===== src/design/wds_map.svh =====
`ifndef WDS_MAP_SVH
`define WDS_MAP_SVH
// timing
`define WDS_CLK_MHZ          100
`define WDS_HB_STEP_US       1600
`define WDS_SSOT_MIN         20
`define WDS_US_PER_MIN       60_000_000
`define WDS_RST_TIME_US      10
// register byte offsets
`define WDS_OFF_TEC_CFG      8'h00
`define WDS_OFF_TEC_STAT     8'h04
`define WDS_OFF_SUP_CFG      8'h08
`define WDS_OFF_SUP_STAT_A   8'h0C
`define WDS_OFF_SUP_STAT_B   8'h10
`define WDS_OFF_CMD          8'h14
`define WDS_OFF_HB_CFG       8'h18
`define WDS_OFF_HB_SYNC      8'h1C
`define WDS_OFF_PRE_SAMPLE   8'h20
`define WDS_OFF_HB_SAMPLE    8'h24
// fields
`define WDS_F_TEC_INC        5:0
`define WDS_F_TEC_DEC        13:8
`define WDS_F_CNT            5:0
`define WDS_F_WD_REN         0
`define WDS_F_LO3            2:0
`define WDS_F_HI3            6:4
`define WDS_F_READY          8
`define WDS_F_SAFE           9
`define WDS_F_PWRDN          10
`define WDS_F_SSOT_RUN       11
`define WDS_F_SAMPLE         0
`define WDS_F_PERIOD         6:0
`define WDS_F_PRE            17:0
// reset values and limits
`define WDS_TEC_INC_RST      6'h01
`define WDS_TEC_DEC_RST      6'h01
`define WDS_REN_RST          1'b1
`define WDS_HB_PERIOD_RST    7'h0A
`define WDS_SAFE_LIMIT       6'h20
`define WDS_RSTC_FULL        3'h7
`define WDS_PDC_FULL         3'h7
`endif


===== src/design/wds_pkg.sv =====
package wds_pkg;
	typedef enum logic [1:0]
	{
		WDS_EC_IDLE = 2'b01,
		WDS_EC_ERR  = 2'b10
	} wds_ec_t;
	typedef logic [5:0] wds_cnt_t;
	typedef logic [2:0] wds_small_t;
endpackage : wds_pkg


===== src/design/wds_top.sv =====
`timescale 1ns/1ns
`include "wds_map.svh"
module wds_top #(
	parameter logic [17:0] PREDIV_CYCLES = 18'(`WDS_HB_STEP_US * `WDS_CLK_MHZ),
	parameter logic [39:0] SSOT_CYCLES   =
		40'(64'(`WDS_SSOT_MIN) * 64'(`WDS_US_PER_MIN) * 64'(`WDS_CLK_MHZ))
) (
	input  wire logic        i_clk,
	input  wire logic        i_rst_n,
	input  wire logic        i_psel,
	input  wire logic        i_penable,
	input  wire logic        i_pwrite,
	input  wire logic [7:0]  i_paddr,
	input  wire logic [31:0] i_pwdata,
	output logic      [31:0] o_prdata,
	output logic             o_pready,
	output logic             o_pslverr,
	input  wire logic        i_window_error,
	input  wire logic        i_resp_byte0,
	input  wire logic        i_resp_sync_byte0,
	input  wire logic        i_resp_wrong,
	input  wire logic [5:0]  i_window_error_count,
	input  wire logic [5:0]  i_func_pass_count,
	input  wire logic        i_window_overflow,
	input  wire logic        i_func_overflow,
	input  wire logic        i_soft_reset,
	input  wire logic        i_key,
	output logic             o_base_tick,
	output logic             o_hb_event,
	output logic             o_monitor_clear,
	output logic             o_wd_rst_n,
	output logic             o_safety_ok_pin,
	output logic             o_actuator_off,
	output logic             o_power_down
);
	localparam logic [11:0] RST_HOLD = 12'(`WDS_RST_TIME_US * `WDS_CLK_MHZ);

	// ==========================================================
	// reset release
	logic [1:0] rst_sync;
	logic       rst_n;
	always_ff @(posedge i_clk or negedge i_rst_n)
	begin
		if (!i_rst_n)
			rst_sync <= 2'b00;
		else
			rst_sync <= {rst_sync[0], 1'b1};
	end
	assign rst_n = rst_sync[1];

	// ==========================================================
	// apb slave
	wds_pkg::wds_cnt_t   tec_inc, tec_dec, next_tec_inc, next_tec_dec;
	logic                wd_reset_en, next_wd_reset_en;
	logic [6:0]          hb_period, next_hb_period;
	logic [17:0]         pre_sample, next_pre_sample;
	logic [6:0]          hb_sample, next_hb_sample;
	logic [31:0]         next_prdata;
	logic                next_pready, next_pslverr;
	logic                wr_en, hb_sync_wr, hb_cfg_wr, sample_wr;
	logic [6:0]          wr_period;
	wds_pkg::wds_cnt_t   total_error_count;
	wds_pkg::wds_small_t rstc;
	wds_pkg::wds_small_t pdc [3];
	logic [2:0]          pd_ovf;
	logic                ready, ssot_run;
	logic [17:0]         prediv_cnt;
	logic [6:0]          hb_cnt;

	// writes land on the access cycle that carries pready
	assign wr_en      = i_psel & i_penable & i_pwrite & o_pready;
	assign wr_period  = i_pwdata[`WDS_F_PERIOD];
	assign hb_sync_wr = wr_en & (i_paddr == `WDS_OFF_HB_SYNC);
	assign hb_cfg_wr  = wr_en & (i_paddr == `WDS_OFF_HB_CFG);
	assign sample_wr  = wr_en & (i_paddr == `WDS_OFF_CMD) & i_pwdata[`WDS_F_SAMPLE];

	always_comb
	begin
		next_prdata      = 32'h0000_0000;
		next_pready      = 1'b0;
		next_pslverr     = 1'b0;
		next_tec_inc     = tec_inc;
		next_tec_dec     = tec_dec;
		next_wd_reset_en = wd_reset_en;
		next_hb_period   = hb_period;
		next_pre_sample  = pre_sample;
		next_hb_sample   = hb_sample;
		if (i_psel && !i_penable)
		begin
			next_pready = 1'b1;
			case (i_paddr)
				`WDS_OFF_TEC_CFG:
				begin
					next_prdata[`WDS_F_TEC_INC] = tec_inc;
					next_prdata[`WDS_F_TEC_DEC] = tec_dec;
				end
				`WDS_OFF_TEC_STAT:   next_prdata[`WDS_F_CNT] = total_error_count;
				`WDS_OFF_SUP_CFG:    next_prdata[`WDS_F_WD_REN] = wd_reset_en;
				`WDS_OFF_SUP_STAT_A:
				begin
					next_prdata[`WDS_F_LO3] = rstc;
					next_prdata[`WDS_F_HI3] = pdc[0];
				end
				`WDS_OFF_SUP_STAT_B:
				begin
					next_prdata[`WDS_F_LO3]      = pdc[1];
					next_prdata[`WDS_F_HI3]      = pdc[2];
					next_prdata[`WDS_F_READY]    = ready;
					next_prdata[`WDS_F_SAFE]     = ~ready;
					next_prdata[`WDS_F_PWRDN]    = o_power_down;
					next_prdata[`WDS_F_SSOT_RUN] = ssot_run;
				end
				`WDS_OFF_CMD:        next_prdata = 32'h0000_0000;
				`WDS_OFF_HB_CFG:     next_prdata[`WDS_F_PERIOD] = hb_period;
				`WDS_OFF_HB_SYNC:    next_prdata = 32'h0000_0000;
				`WDS_OFF_PRE_SAMPLE: next_prdata[`WDS_F_PRE] = pre_sample;
				`WDS_OFF_HB_SAMPLE:  next_prdata[`WDS_F_PERIOD] = hb_sample;
				default:             next_pslverr = 1'b1;
			endcase
		end
		if (wr_en && i_paddr == `WDS_OFF_TEC_CFG)
		begin
			next_tec_inc = i_pwdata[`WDS_F_TEC_INC];
			next_tec_dec = i_pwdata[`WDS_F_TEC_DEC];
		end
		if (wr_en && i_paddr == `WDS_OFF_SUP_CFG)
			next_wd_reset_en = i_pwdata[`WDS_F_WD_REN];
		// a zero period leaves the running period untouched
		if ((hb_cfg_wr || hb_sync_wr) && wr_period != 7'h00)
			next_hb_period = wr_period;
		if (sample_wr)
		begin
			next_pre_sample = prediv_cnt;
			next_hb_sample  = hb_cnt;
		end
	end

	always_ff @(posedge i_clk or negedge rst_n)
	begin
		if (!rst_n)
		begin
			o_prdata    <= 32'h0000_0000;
			o_pready    <= 1'b0;
			o_pslverr   <= 1'b0;
			tec_inc     <= `WDS_TEC_INC_RST;
			tec_dec     <= `WDS_TEC_DEC_RST;
			wd_reset_en <= `WDS_REN_RST;
			hb_period   <= `WDS_HB_PERIOD_RST;
			pre_sample  <= 18'h0_0000;
			hb_sample   <= 7'h00;
		end
		else
		begin
			o_prdata    <= next_prdata;
			o_pready    <= next_pready;
			o_pslverr   <= next_pslverr;
			tec_inc     <= next_tec_inc;
			tec_dec     <= next_tec_dec;
			wd_reset_en <= next_wd_reset_en;
			hb_period   <= next_hb_period;
			pre_sample  <= next_pre_sample;
			hb_sample   <= next_hb_sample;
		end
	end

	// ==========================================================
	// clock base and heartbeat timer
	logic [17:0] next_prediv_cnt;
	logic [6:0]  next_hb_cnt;
	logic        base_tick, hb_expire, hb_event;

	assign base_tick = (prediv_cnt == PREDIV_CYCLES - 18'h0_0001);
	assign hb_expire = base_tick & (hb_cnt + 7'h01 >= hb_period);
	assign hb_event  = hb_expire | hb_sync_wr | i_resp_sync_byte0 |
		(hb_cfg_wr & wr_period != 7'h00 & hb_cnt >= wr_period);

	always_comb
	begin
		next_prediv_cnt = base_tick ? 18'h0_0000 : prediv_cnt + 18'h0_0001;
		next_hb_cnt     = hb_cnt;
		if (hb_event)
			next_hb_cnt = 7'h00;
		else if (base_tick)
			next_hb_cnt = hb_cnt + 7'h01;
		// sync restarts the whole base so the new period runs from here
		if (hb_sync_wr)
			next_prediv_cnt = 18'h0_0000;
	end

	always_ff @(posedge i_clk or negedge rst_n)
	begin
		if (!rst_n)
		begin
			prediv_cnt  <= 18'h0_0000;
			hb_cnt      <= 7'h00;
			o_base_tick <= 1'b0;
			o_hb_event  <= 1'b0;
		end
		else
		begin
			prediv_cnt  <= next_prediv_cnt;
			hb_cnt      <= next_hb_cnt;
			o_base_tick <= base_tick;
			o_hb_event  <= hb_event;
		end
	end

	// ==========================================================
	// error check and total error counter
	wds_pkg::wds_ec_t  ec_state, next_ec_state;
	wds_pkg::wds_cnt_t next_tec;
	logic              func_error, any_error, tec_up, tec_down, tec_ovf;
	logic [6:0]        tec_sum;
	logic              wd_cond;

	assign func_error = ((i_resp_byte0 | i_resp_sync_byte0) & i_resp_wrong) | hb_sync_wr;
	assign any_error  = func_error | i_window_error;
	assign tec_sum    = {1'b0, total_error_count} + {1'b0, tec_inc};
	assign tec_ovf    = tec_up & tec_sum[6];
	assign wd_cond    = tec_ovf | i_window_overflow | i_func_overflow;

	always_comb
	begin
		next_ec_state = ec_state;
		tec_up        = 1'b0;
		tec_down      = 1'b0;
		next_tec      = total_error_count;
		if (hb_sync_wr)
		begin
			tec_up        = 1'b1;
			next_ec_state = wds_pkg::WDS_EC_IDLE;
		end
		else if (i_resp_sync_byte0)
		begin
			if (any_error || ec_state == wds_pkg::WDS_EC_ERR)
				tec_up = 1'b1;
			else
				tec_down = 1'b1;
			next_ec_state = wds_pkg::WDS_EC_IDLE;
		end
		else
		begin
			case (ec_state)
				wds_pkg::WDS_EC_IDLE:
					if (any_error)
						next_ec_state = wds_pkg::WDS_EC_ERR;
				wds_pkg::WDS_EC_ERR:
					if (hb_event)
					begin
						tec_up        = 1'b1;
						next_ec_state = any_error ? wds_pkg::WDS_EC_ERR
						                          : wds_pkg::WDS_EC_IDLE;
					end
				default: next_ec_state = wds_pkg::WDS_EC_IDLE;
			endcase
		end
		if (tec_up && !tec_sum[6])
			next_tec = tec_sum[5:0];
		else if (tec_down && total_error_count >= tec_dec)
			next_tec = total_error_count - tec_dec;
		if (wd_cond)
			next_tec = 6'h00;
	end

	always_ff @(posedge i_clk or negedge rst_n)
	begin
		if (!rst_n)
		begin
			ec_state        <= wds_pkg::WDS_EC_IDLE;
			total_error_count             <= 6'h00;
			o_monitor_clear <= 1'b0;
		end
		else
		begin
			ec_state        <= next_ec_state;
			total_error_count             <= next_tec;
			o_monitor_clear <= wd_cond;
		end
	end

	// ==========================================================
	// reset counter, reset pulse, state outputs
	wds_pkg::wds_small_t next_rstc;
	logic [11:0]         rst_cnt, next_rst_cnt;
	logic                ready_q, ready_rise, next_ready;

	assign next_ready = (i_window_error_count <= `WDS_SAFE_LIMIT) &
		(i_func_pass_count <= `WDS_SAFE_LIMIT) & (total_error_count <= `WDS_SAFE_LIMIT);
	assign ready      = ready_q;
	assign ready_rise = next_ready & ~ready_q;

	always_comb
	begin
		next_rstc    = rstc;
		next_rst_cnt = (rst_cnt != 12'h000) ? rst_cnt - 12'h001 : rst_cnt;
		// full scale or disabled: no count and no reset pulse
		if (wd_cond && wd_reset_en && rstc != `WDS_RSTC_FULL)
		begin
			next_rstc    = rstc + 3'h1;
			next_rst_cnt = RST_HOLD;
		end
	end

	always_ff @(posedge i_clk or negedge rst_n)
	begin
		if (!rst_n)
		begin
			rstc            <= 3'h0;
			rst_cnt         <= 12'h000;
			ready_q         <= 1'b0;
			o_wd_rst_n      <= 1'b1;
			o_safety_ok_pin <= 1'b0;
			o_actuator_off  <= 1'b1;
		end
		else
		begin
			rstc            <= next_rstc;
			rst_cnt         <= next_rst_cnt;
			ready_q         <= next_ready;
			o_wd_rst_n      <= (next_rst_cnt == 12'h000);
			o_safety_ok_pin <= next_ready & (next_rst_cnt == 12'h000);
			o_actuator_off  <= ~next_ready | (next_rst_cnt != 12'h000);
		end
	end

	// ==========================================================
	// power-down counters: window, functional, total error
	logic [2:0] pd_src;
	assign pd_src = {tec_ovf, i_func_overflow, i_window_overflow};

	genvar gi;
	generate
		for (gi = 0; gi < 3; gi++)
		begin : g_pdc
			wds_pkg::wds_small_t next_pdc;
			logic                next_ovf, trig;
			assign trig = pd_src[gi] | i_soft_reset;
			always_comb
			begin
				next_pdc = pdc[gi];
				next_ovf = pd_ovf[gi];
				if (ready_rise)
				begin
					next_pdc = 3'h0;
					next_ovf = 1'b0;
				end
				// a trigger in the clearing cycle still counts unless the counter was full, where it sets overflow instead
				if (trig)
				begin
					if (pdc[gi] == `WDS_PDC_FULL)
						next_ovf = 1'b1;
					else
						next_pdc = (ready_rise ? 3'h0 : pdc[gi]) + 3'h1;
				end
			end
			always_ff @(posedge i_clk or negedge rst_n)
			begin
				if (!rst_n)
				begin
					pdc[gi]    <= 3'h0;
					pd_ovf[gi] <= 1'b0;
				end
				else
				begin
					pdc[gi]    <= next_pdc;
					pd_ovf[gi] <= next_ovf;
				end
			end
		end
	endgenerate

	// ==========================================================
	// secure shut-off timer and power-down
	logic [39:0] ssot_cnt, next_ssot_cnt;
	logic        ssot_done, next_ssot_run, next_ssot_done;

	always_comb
	begin
		next_ssot_cnt  = ssot_cnt;
		next_ssot_run  = ssot_run;
		next_ssot_done = ssot_done;
		if (i_key)
		begin
			next_ssot_cnt  = 40'h00_0000_0000;
			next_ssot_run  = 1'b0;
			next_ssot_done = 1'b0;
		end
		else if (ssot_run)
		begin
			if (ssot_cnt == SSOT_CYCLES - 40'h00_0000_0001)
			begin
				next_ssot_done = 1'b1;
				next_ssot_run  = 1'b0;
			end
			else
				next_ssot_cnt = ssot_cnt + 40'h00_0000_0001;
		end
		else if (wd_cond && !ssot_done)
			next_ssot_run = 1'b1;
	end

	always_ff @(posedge i_clk or negedge rst_n)
	begin
		if (!rst_n)
		begin
			ssot_cnt     <= 40'h00_0000_0000;
			ssot_run     <= 1'b0;
			ssot_done    <= 1'b0;
			o_power_down <= 1'b0;
		end
		else
		begin
			ssot_cnt     <= next_ssot_cnt;
			ssot_run     <= next_ssot_run;
			ssot_done    <= next_ssot_done;
			o_power_down <= ~i_key & ((|pd_ovf) | next_ssot_done);
		end
	end

endmodule : wds_top


===== config.mk =====
export PLATFORM = sky130hd
export DESIGN_NAME = wds_top
export DESIGN_NICKNAME = d
export VERILOG_FILES = /design/src/design/wds_pkg.sv /design/src/design/wds_top.sv
export VERILOG_INCLUDE_DIRS = /design/src /design/src/design
export SDC_FILE = /design/constraint.sdc
export NUM_CORES = 1
export LEC_CHECK = 0
export BUFFER_PORTS_ARGS = -buffer_cell sky130_fd_sc_hd__buf_2
export CORE_ASPECT_RATIO = 1.4
export CORE_UTILIZATION = 55
export DETAILED_ROUTE_END_ITERATION = 12
export GPL_ROUTABILITY_DRIVEN = 1
export PLACE_DENSITY = 0.8
export SETUP_SLACK_MARGIN = 0.02
export SYNTH_ARGS = -nofsm -noshare
export SYNTH_HDL_FRONTEND = slang
export SYNTH_SLANG_ARGS = --single-unit

===== constraint.sdc =====
create_clock -name i_clk -period 6.6 [get_ports i_clk]
set_input_delay 0.99 -clock i_clk [delete_from_list [all_inputs] [get_ports i_clk]]
set_output_delay 0.99 -clock i_clk [all_outputs]
set_load 0.02 [all_outputs]

# Yosys cells after proc, flatten, opt, wreduce, memory -nomap -nowiden
# Index checks and enable logic that the tools add are counted.
[totals]
in_bits = 65
regBits = 191
out_inout_bits = 41
word_cells = 192
[classes]
reduce_logical = 26
magnitude_cmp = 6
n_addsub = 10
n_eq_ne = 20
muxes = 64
bitwise_logic = 33
[op_table]
columns = ["cell", "count"]
rows = [
  ["$mux W40", 3],
  ["$mux W18", 3],
  ["$add A40 B1 Y40 const B", 1],
  ["$eq A40 B37 Y1 const B", 1],
  ["$eq A8 B5 Y1 const B", 4],
  ["$mux W1", 28],
  ["$pmux W2 S7", 2],
  ["$mux W3", 9],
  ["$mux W12", 2],
  ["$reduce_bool A12 Y1", 2],
  ["$add A18 B1 Y18 const B", 1],
  ["$eq A18 B18 Y1 const B", 1],
  ["$le A6 B6 Y1 const B", 3],
  ["$mux W6", 3],
  ["$and A1 B1 Y1", 17],
  ["$eq A8 B4 Y1 const B", 2],
  ["$eq A8 B6 Y1 const B", 2],
  ["$ge A7 B7 Y1", 2],
  ["$mux W7", 2],
  ["$or A1 B1 Y1", 13],
  ["$add A3 B1 Y3 const B", 4],
  ["$logic_not A12 Y1", 1],
  ["$pmux W4 S3", 1],
  ["$sub A12 B1 Y12 const B", 1],
  ["other kinds (27)", 51],
]

# Logic depth before layout (Yosys ltp)
[depth]
ltp_word = 19
mapped_depth = 13
ltp_nobuf = 12

# Least setup slack after synthesis
# Ideal clock, no wire load.
[synth_timing]
kind = "reg-to-reg"
from = "register hb_cnt[0]"
to = "register o_actuator_off"
slack_ns = 3.589
setup_ns = 0.086
n_path_buf = 1
required_time_ns = 6.514
t_arrival_ns = 2.925
period_less_slack_ns = 3.011
stages_incl_launch_ff = 14
cell_sequence = "dfrtp_1 > ha_1 > and3_1 > and3_1 > xor2_1 > ha_1 > a21oi_1 > and3_1 > o21ai_0 > a22oi_2 > a21oi_2 > o21a_1 > buf_4 > a2111o_1"
[synth_via]
elab_chain_len = 18
elab_cells_between_ends = 20
classes_between = "add/sub: 1; order compare: 2; mux: 5; bitwise: 9; reduce/logical: 3"
[synth_rtl]
columns = ["element", "line", "source"]
rows = [
  ["start, declared", "wds_top.sv:68", "logic [6:0] hb_cnt;"],
  ["start signal, assigned", "wds_top.sv:202", "hb_cnt <= next_hb_cnt;"],
  ["$add A7 B1 Y7", "wds_top.sv:173", "assign hb_expire = base_tick & (hb_cnt + 7'h01 >= hb_period);"],
  ["$ge A7 B7 Y1", "wds_top.sv:173", ""],
  ["$and A1 B1 Y1", "wds_top.sv:173", ""],
  ["$or A1 B1 Y1 (2 in a row)", "wds_top.sv:174", "assign hb_event = hb_expire | hb_sync_wr | i_resp_sync_byte0 |"],
  ["$or A1 B1 Y1 (*)", "wds_top.sv:174", ""],
  ["$mux W1 (*)", "wds_top.sv:248", "if (hb_event)"],
  ["$mux W1 (*)", "wds_top.sv:243", "case (ec_state)"],
  ["$mux W1 (*)", "wds_top.sv:233", "else if (i_resp_sync_byte0)"],
  ["$mux W1 (*)", "wds_top.sv:228", "if (hb_sync_wr)"],
  ["$and A1 B1 Y1 (*)", "wds_top.sv:219", "assign tec_ovf = tec_up & tec_sum[6];"],
  ["$or A1 B1 Y1 (*) (2 in a row)", "wds_top.sv:220", "assign wd_cond = tec_ovf | i_window_overflow | i_func_overflow;"],
  ["$logic_and A1 B1 Y1 (*)", "wds_top.sv:297", "if (wd_cond && wd_reset_en && rstc != `WDS_RSTC_FULL)"],
  ["$logic_and A1 B1 Y1 (no source line) (*)", "--", ""],
  ["$mux W12 (*)", "wds_top.sv:297", ""],
  ["$reduce_bool A12 Y1 (*)", "wds_top.sv:322", "o_actuator_off <= ~next_ready | (next_rst_cnt != 12'h000);"],
  ["$or A1 B1 Y1 (*)", "wds_top.sv:322", ""],
  ["end signal, assigned", "wds_top.sv:322", ""],
  ["end, declared", "wds_top.sv:33", "output logic o_actuator_off,"],
]
# Mark *: on every way between the ends. The rest lies on a longest branch, timed or not.
# A chain may end at the register's enable or synchronous reset.

# Worst setup path in the final report
[layout_timing]
from = "register hb_cnt[0]"
to = "register rstc[2]"
[layout_via]
elab_chain_len = 15
elab_cells_between_ends = 17
classes_between = "add/sub: 1; order compare: 2; mux: 4; bitwise: 8; reduce/logical: 2"
[layout_rtl]
columns = ["element", "line", "source"]
rows = [
  ["$add A7 B1 Y7", "wds_top.sv:173", ""],
  ["$ge A7 B7 Y1", "wds_top.sv:173", ""],
  ["$and A1 B1 Y1", "wds_top.sv:173", ""],
  ["$or A1 B1 Y1 (2 in a row)", "wds_top.sv:174", ""],
  ["$or A1 B1 Y1 (*)", "wds_top.sv:174", ""],
  ["$mux W1 (*)", "wds_top.sv:248", ""],
  ["$mux W1 (*)", "wds_top.sv:243", ""],
  ["$mux W1 (*)", "wds_top.sv:233", ""],
  ["$mux W1 (*)", "wds_top.sv:228", ""],
  ["$and A1 B1 Y1 (*)", "wds_top.sv:219", ""],
  ["$or A1 B1 Y1 (*) (2 in a row)", "wds_top.sv:220", ""],
  ["$logic_and A1 B1 Y1 (*)", "wds_top.sv:297", ""],
  ["$logic_and A1 B1 Y1 (no source line) (*)", "--", ""],
  ["end signal, assigned", "wds_top.sv:317", "rstc <= next_rstc;"],
  ["end, declared", "wds_top.sv:63", "wds_pkg::wds_small_t rstc;"],
]
# Marks and branches as above.

==> reports/metrics.cfg <==
[run_status]
status = complete, but fails checks
violations = design-rule violations

[pwr]
peakVddDrop_v = 0.000163
pwr_density_cell_mw_per_mm2 = 248
design_power_total_mw = 2.59
p_leak_nw = 4.89

[yosys]
synth.distinct_cells = 70
synth_top_family_by_area = simple AND/OR/NAND/NOR gates
ys_seq_area_share_pct = 47.5
synthMuxAreaShare_pct = 5.35
synthSimpleGateAreaFrac_pct = 19.7
ys.flop_type = dfrtp_1
synth-compound-area-share_pct = 10.2
synth_async_sr_flop_share_pct = 100
yosys_warnings = 0
synth-adder-area-share_pct = 5.52
synthTopCellsByArea = dfrtp_1 (45%), ha_1 (5.1%), mux2_2 (4.7%)
synth_top_area_share_pct = 45.3
syn_inst = 930
yosys.area_share.xor_xnor_pct = 7.69
synth.avg_cell_area_sq_um = 10.0
synth_edf_count = 0
synth_area_sq_mm = 0.00934
ys_ff_latch = 177
yosysTopAreaCell = dfrtp_1

[floorplanning]
die_h_um = 156
std_cell_rows = 56
coreArea_sq_mm = 0.0167
die_w_um = 112
dieArea_sq_mm = 0.0175
pin_count = 106
initial_core_util_pct = 56.0

[sta]
finalSetupViolations = 0
fin_crit_sh_pct = 56.0
worst_clock_skew_ps = 8.71
rsz0062_at_grt = false
worst_pin_slew_ps = 1020
finalSetupTns_ps = 0
report.final.slew_viol_count = 0
hold_viol_final = 0
period_needed_ps = 3700
fmax_mhz = 270
maxSlewHeadroom_pct = 32.0

[placement]
placed_cells = 1184
hpwl_mm = 15.2
finalWeightedCongestion = 0.868
port_buffers = 72

[finish]
syn2layout_area_growth_pct = 11.7
final_cell_mix = dfrtp_1 (168), nor2_1 (111), buf_2 (72)
final_cells = 1216
drive_gt1_share_pct = 17.5
final_util_pct = 62.5
nets = 1105
multi_input_area_sq_mm = 0.00458
regArea_sq_mm = 0.00444
nFillCells = 1365
antenna_cells = 0
final_common_cell = dfrtp_1

[job]
drv_cap = 0

[clock_network]
cts_hold_buf = 0
htreeDepth = 4
cts_root_buffer = clkbuf_16
clk_pin_slew_worst_paths_ps = 60
clk_path_buf_depth = 2
cts_buffers = 17
cts_tree = done
clock_latency_ps = 430
cts_setup_buffers = 0
post_cts_resized = 0
cts_sinks = 177

[global_route]
grt_pass1_wl_mm = 34.7
grt_usage_pct = 25.4
grt_pass1_vias = 7167
grt_max_degree = 81
antenna_found_initial = 0
grt-ovfl-total = 0

[worst_setup_path]
start_kind = register
crit_path_frequent_cell = and3_1
crit_path_cell_trace = ha_1, and3_1, and3_1, xor2_1, ha_1, nand4_1, and3_1, o21ai_0, a22oi_2, a21oi_2, o21a_1, mux2_2
arrival_ps = 4010
critPathCaptureType = register
crit_slowest_cell = o21a_1
critPathMaxFanout = 12
critPathKind = register to register
cp_data_required_time_ps = 6910
worstRegToRegCells = 12
critPathMaxStageDelay_ps = 550

[min_path]
hp-class = input port to async pin

[route]
route.detailed.wl_per_inst_um = 17.3
wl_mm = 21.0
vias = 7138
routed_via_density = 5.87
drt-initial-drc-count = 509
route.detailed.drc = 7
dr.pass1.iters = 10
drtAntennaViolNets = 0

==> layout make-up <==
class | instances | share of cell area (%)
clock buffer | 17 | 4.08
clock inverter | 15 | 1.51
inverter | 41 | 1.48
multi-input combinational | 684 | 43.9
sequential | 177 | 42.6
tap | 203 | 2.44
timing repair buffer | 79 | 3.96
==> routing by layer <==
| metal | share of wire (%) | global-route usage, % |
|---|---|---|
| met1 | 40 | 29.8 |
| met3 | 4.3 | 4.31 |
| met5 | 0 | 0 |
| met2 | 51 | 44.9 |
| met4 | 4.3 | 12.8 |
==> where the power goes <==
part	total [mW]	switching (mW)	internal (mW)	leakage, nW
Combinational	0.311	0.174	0.137	2.26
Sequential	1.28	0.109	1.17	2.33
Clock	0.999	0.437	0.562	0.288
==> flip-flops by register name, summed over array words and instances (netlist names), 6 cells and up <==
register	cells
ssot_cnt	40
o_prdata	18
pre_sample	18
prediv_cnt	18
rst_cnt	12
pdc	9
hb_cnt	7
hb_period	7
hb_sample	7
tec_dec	6
tec_inc	6
total_error_count	6
==> cell usage after synthesis, types with 3 or more instances <==
master / number
a211o_1: 4
a211oi_1: 11
a21o_1: 5
a21oi_1: 25
a222oi_1: 10
a22oi_1: 15
a31oi_1: 10
and2_1: 14
and3_1: 32
and4_1: 5
buf_4: 15
clkbuf_1: 23
dfrtp_1: 169
dfstp_2: 8
ha_1: 38
inv_1: 40
mux2_2: 39
mux2i_1: 6
nand2_1: 66
nand2b_1: 5
nand3_1: 35
nand4_1: 21
nor2_1: 111
nor2b_1: 3
nor3_1: 18
nor3b_1: 3
nor4_1: 11
nor4b_1: 3
o211ai_1: 3
o21ai_0: 35
o21bai_1: 3
or2_2: 7
or3_1: 6
or4_1: 7
xnor2_1: 33
xor2_1: 49
==> worst paths after layout <==
path                               endpoint  slack (ps)        start
max in group asynchronous       ssot_cnt[5]        4710  rst_sync[1]
worst min-delay path            rst_sync[1]         340      i_rst_n
worst min register to register  rst_sync[1]         360  rst_sync[0]
min in group i_clk              rst_sync[1]         360  rst_sync[0]
worst max-delay path                rstc[2]        2900    hb_cnt[0]
worst max register to register      rstc[2]        2900    hb_cnt[0]
==> through the flow <==
stage	hold slack [ps]	instance area, sq um	setup slack, ps
floorplan	331	9390	1320
detailed placement	344	9850	2550
CTS	326	10400	2910
global route	327	10400	2690
global placement	332	9850	2580
finish	336	10400	2900
==> critical path, delay by kind of cell (launching register included) <==
family	cells	cell delay [ps]
simple gates	4	720
fa+ha+maj	2	600
mux	1	390
xor+xnor	1	150
flops	1	430
compound gates	4	1290
==> kinds of logic (layout without fill, tap and decap cells) <==
kind of cell | after synthesis | in the layout
buffers and inverters | 82 | 152
and+or+nand+nor | 361 | 361
xor gates and xnor gates | 82 | 82
DFF | 177 | 177
AOI/OAI and AO/OA | 141 | 141
adders and majority gates | 40 | 40
muxes | 45 | 45
other | 2 | 15
Note: power is estimated with default switching activity, not from simulation.
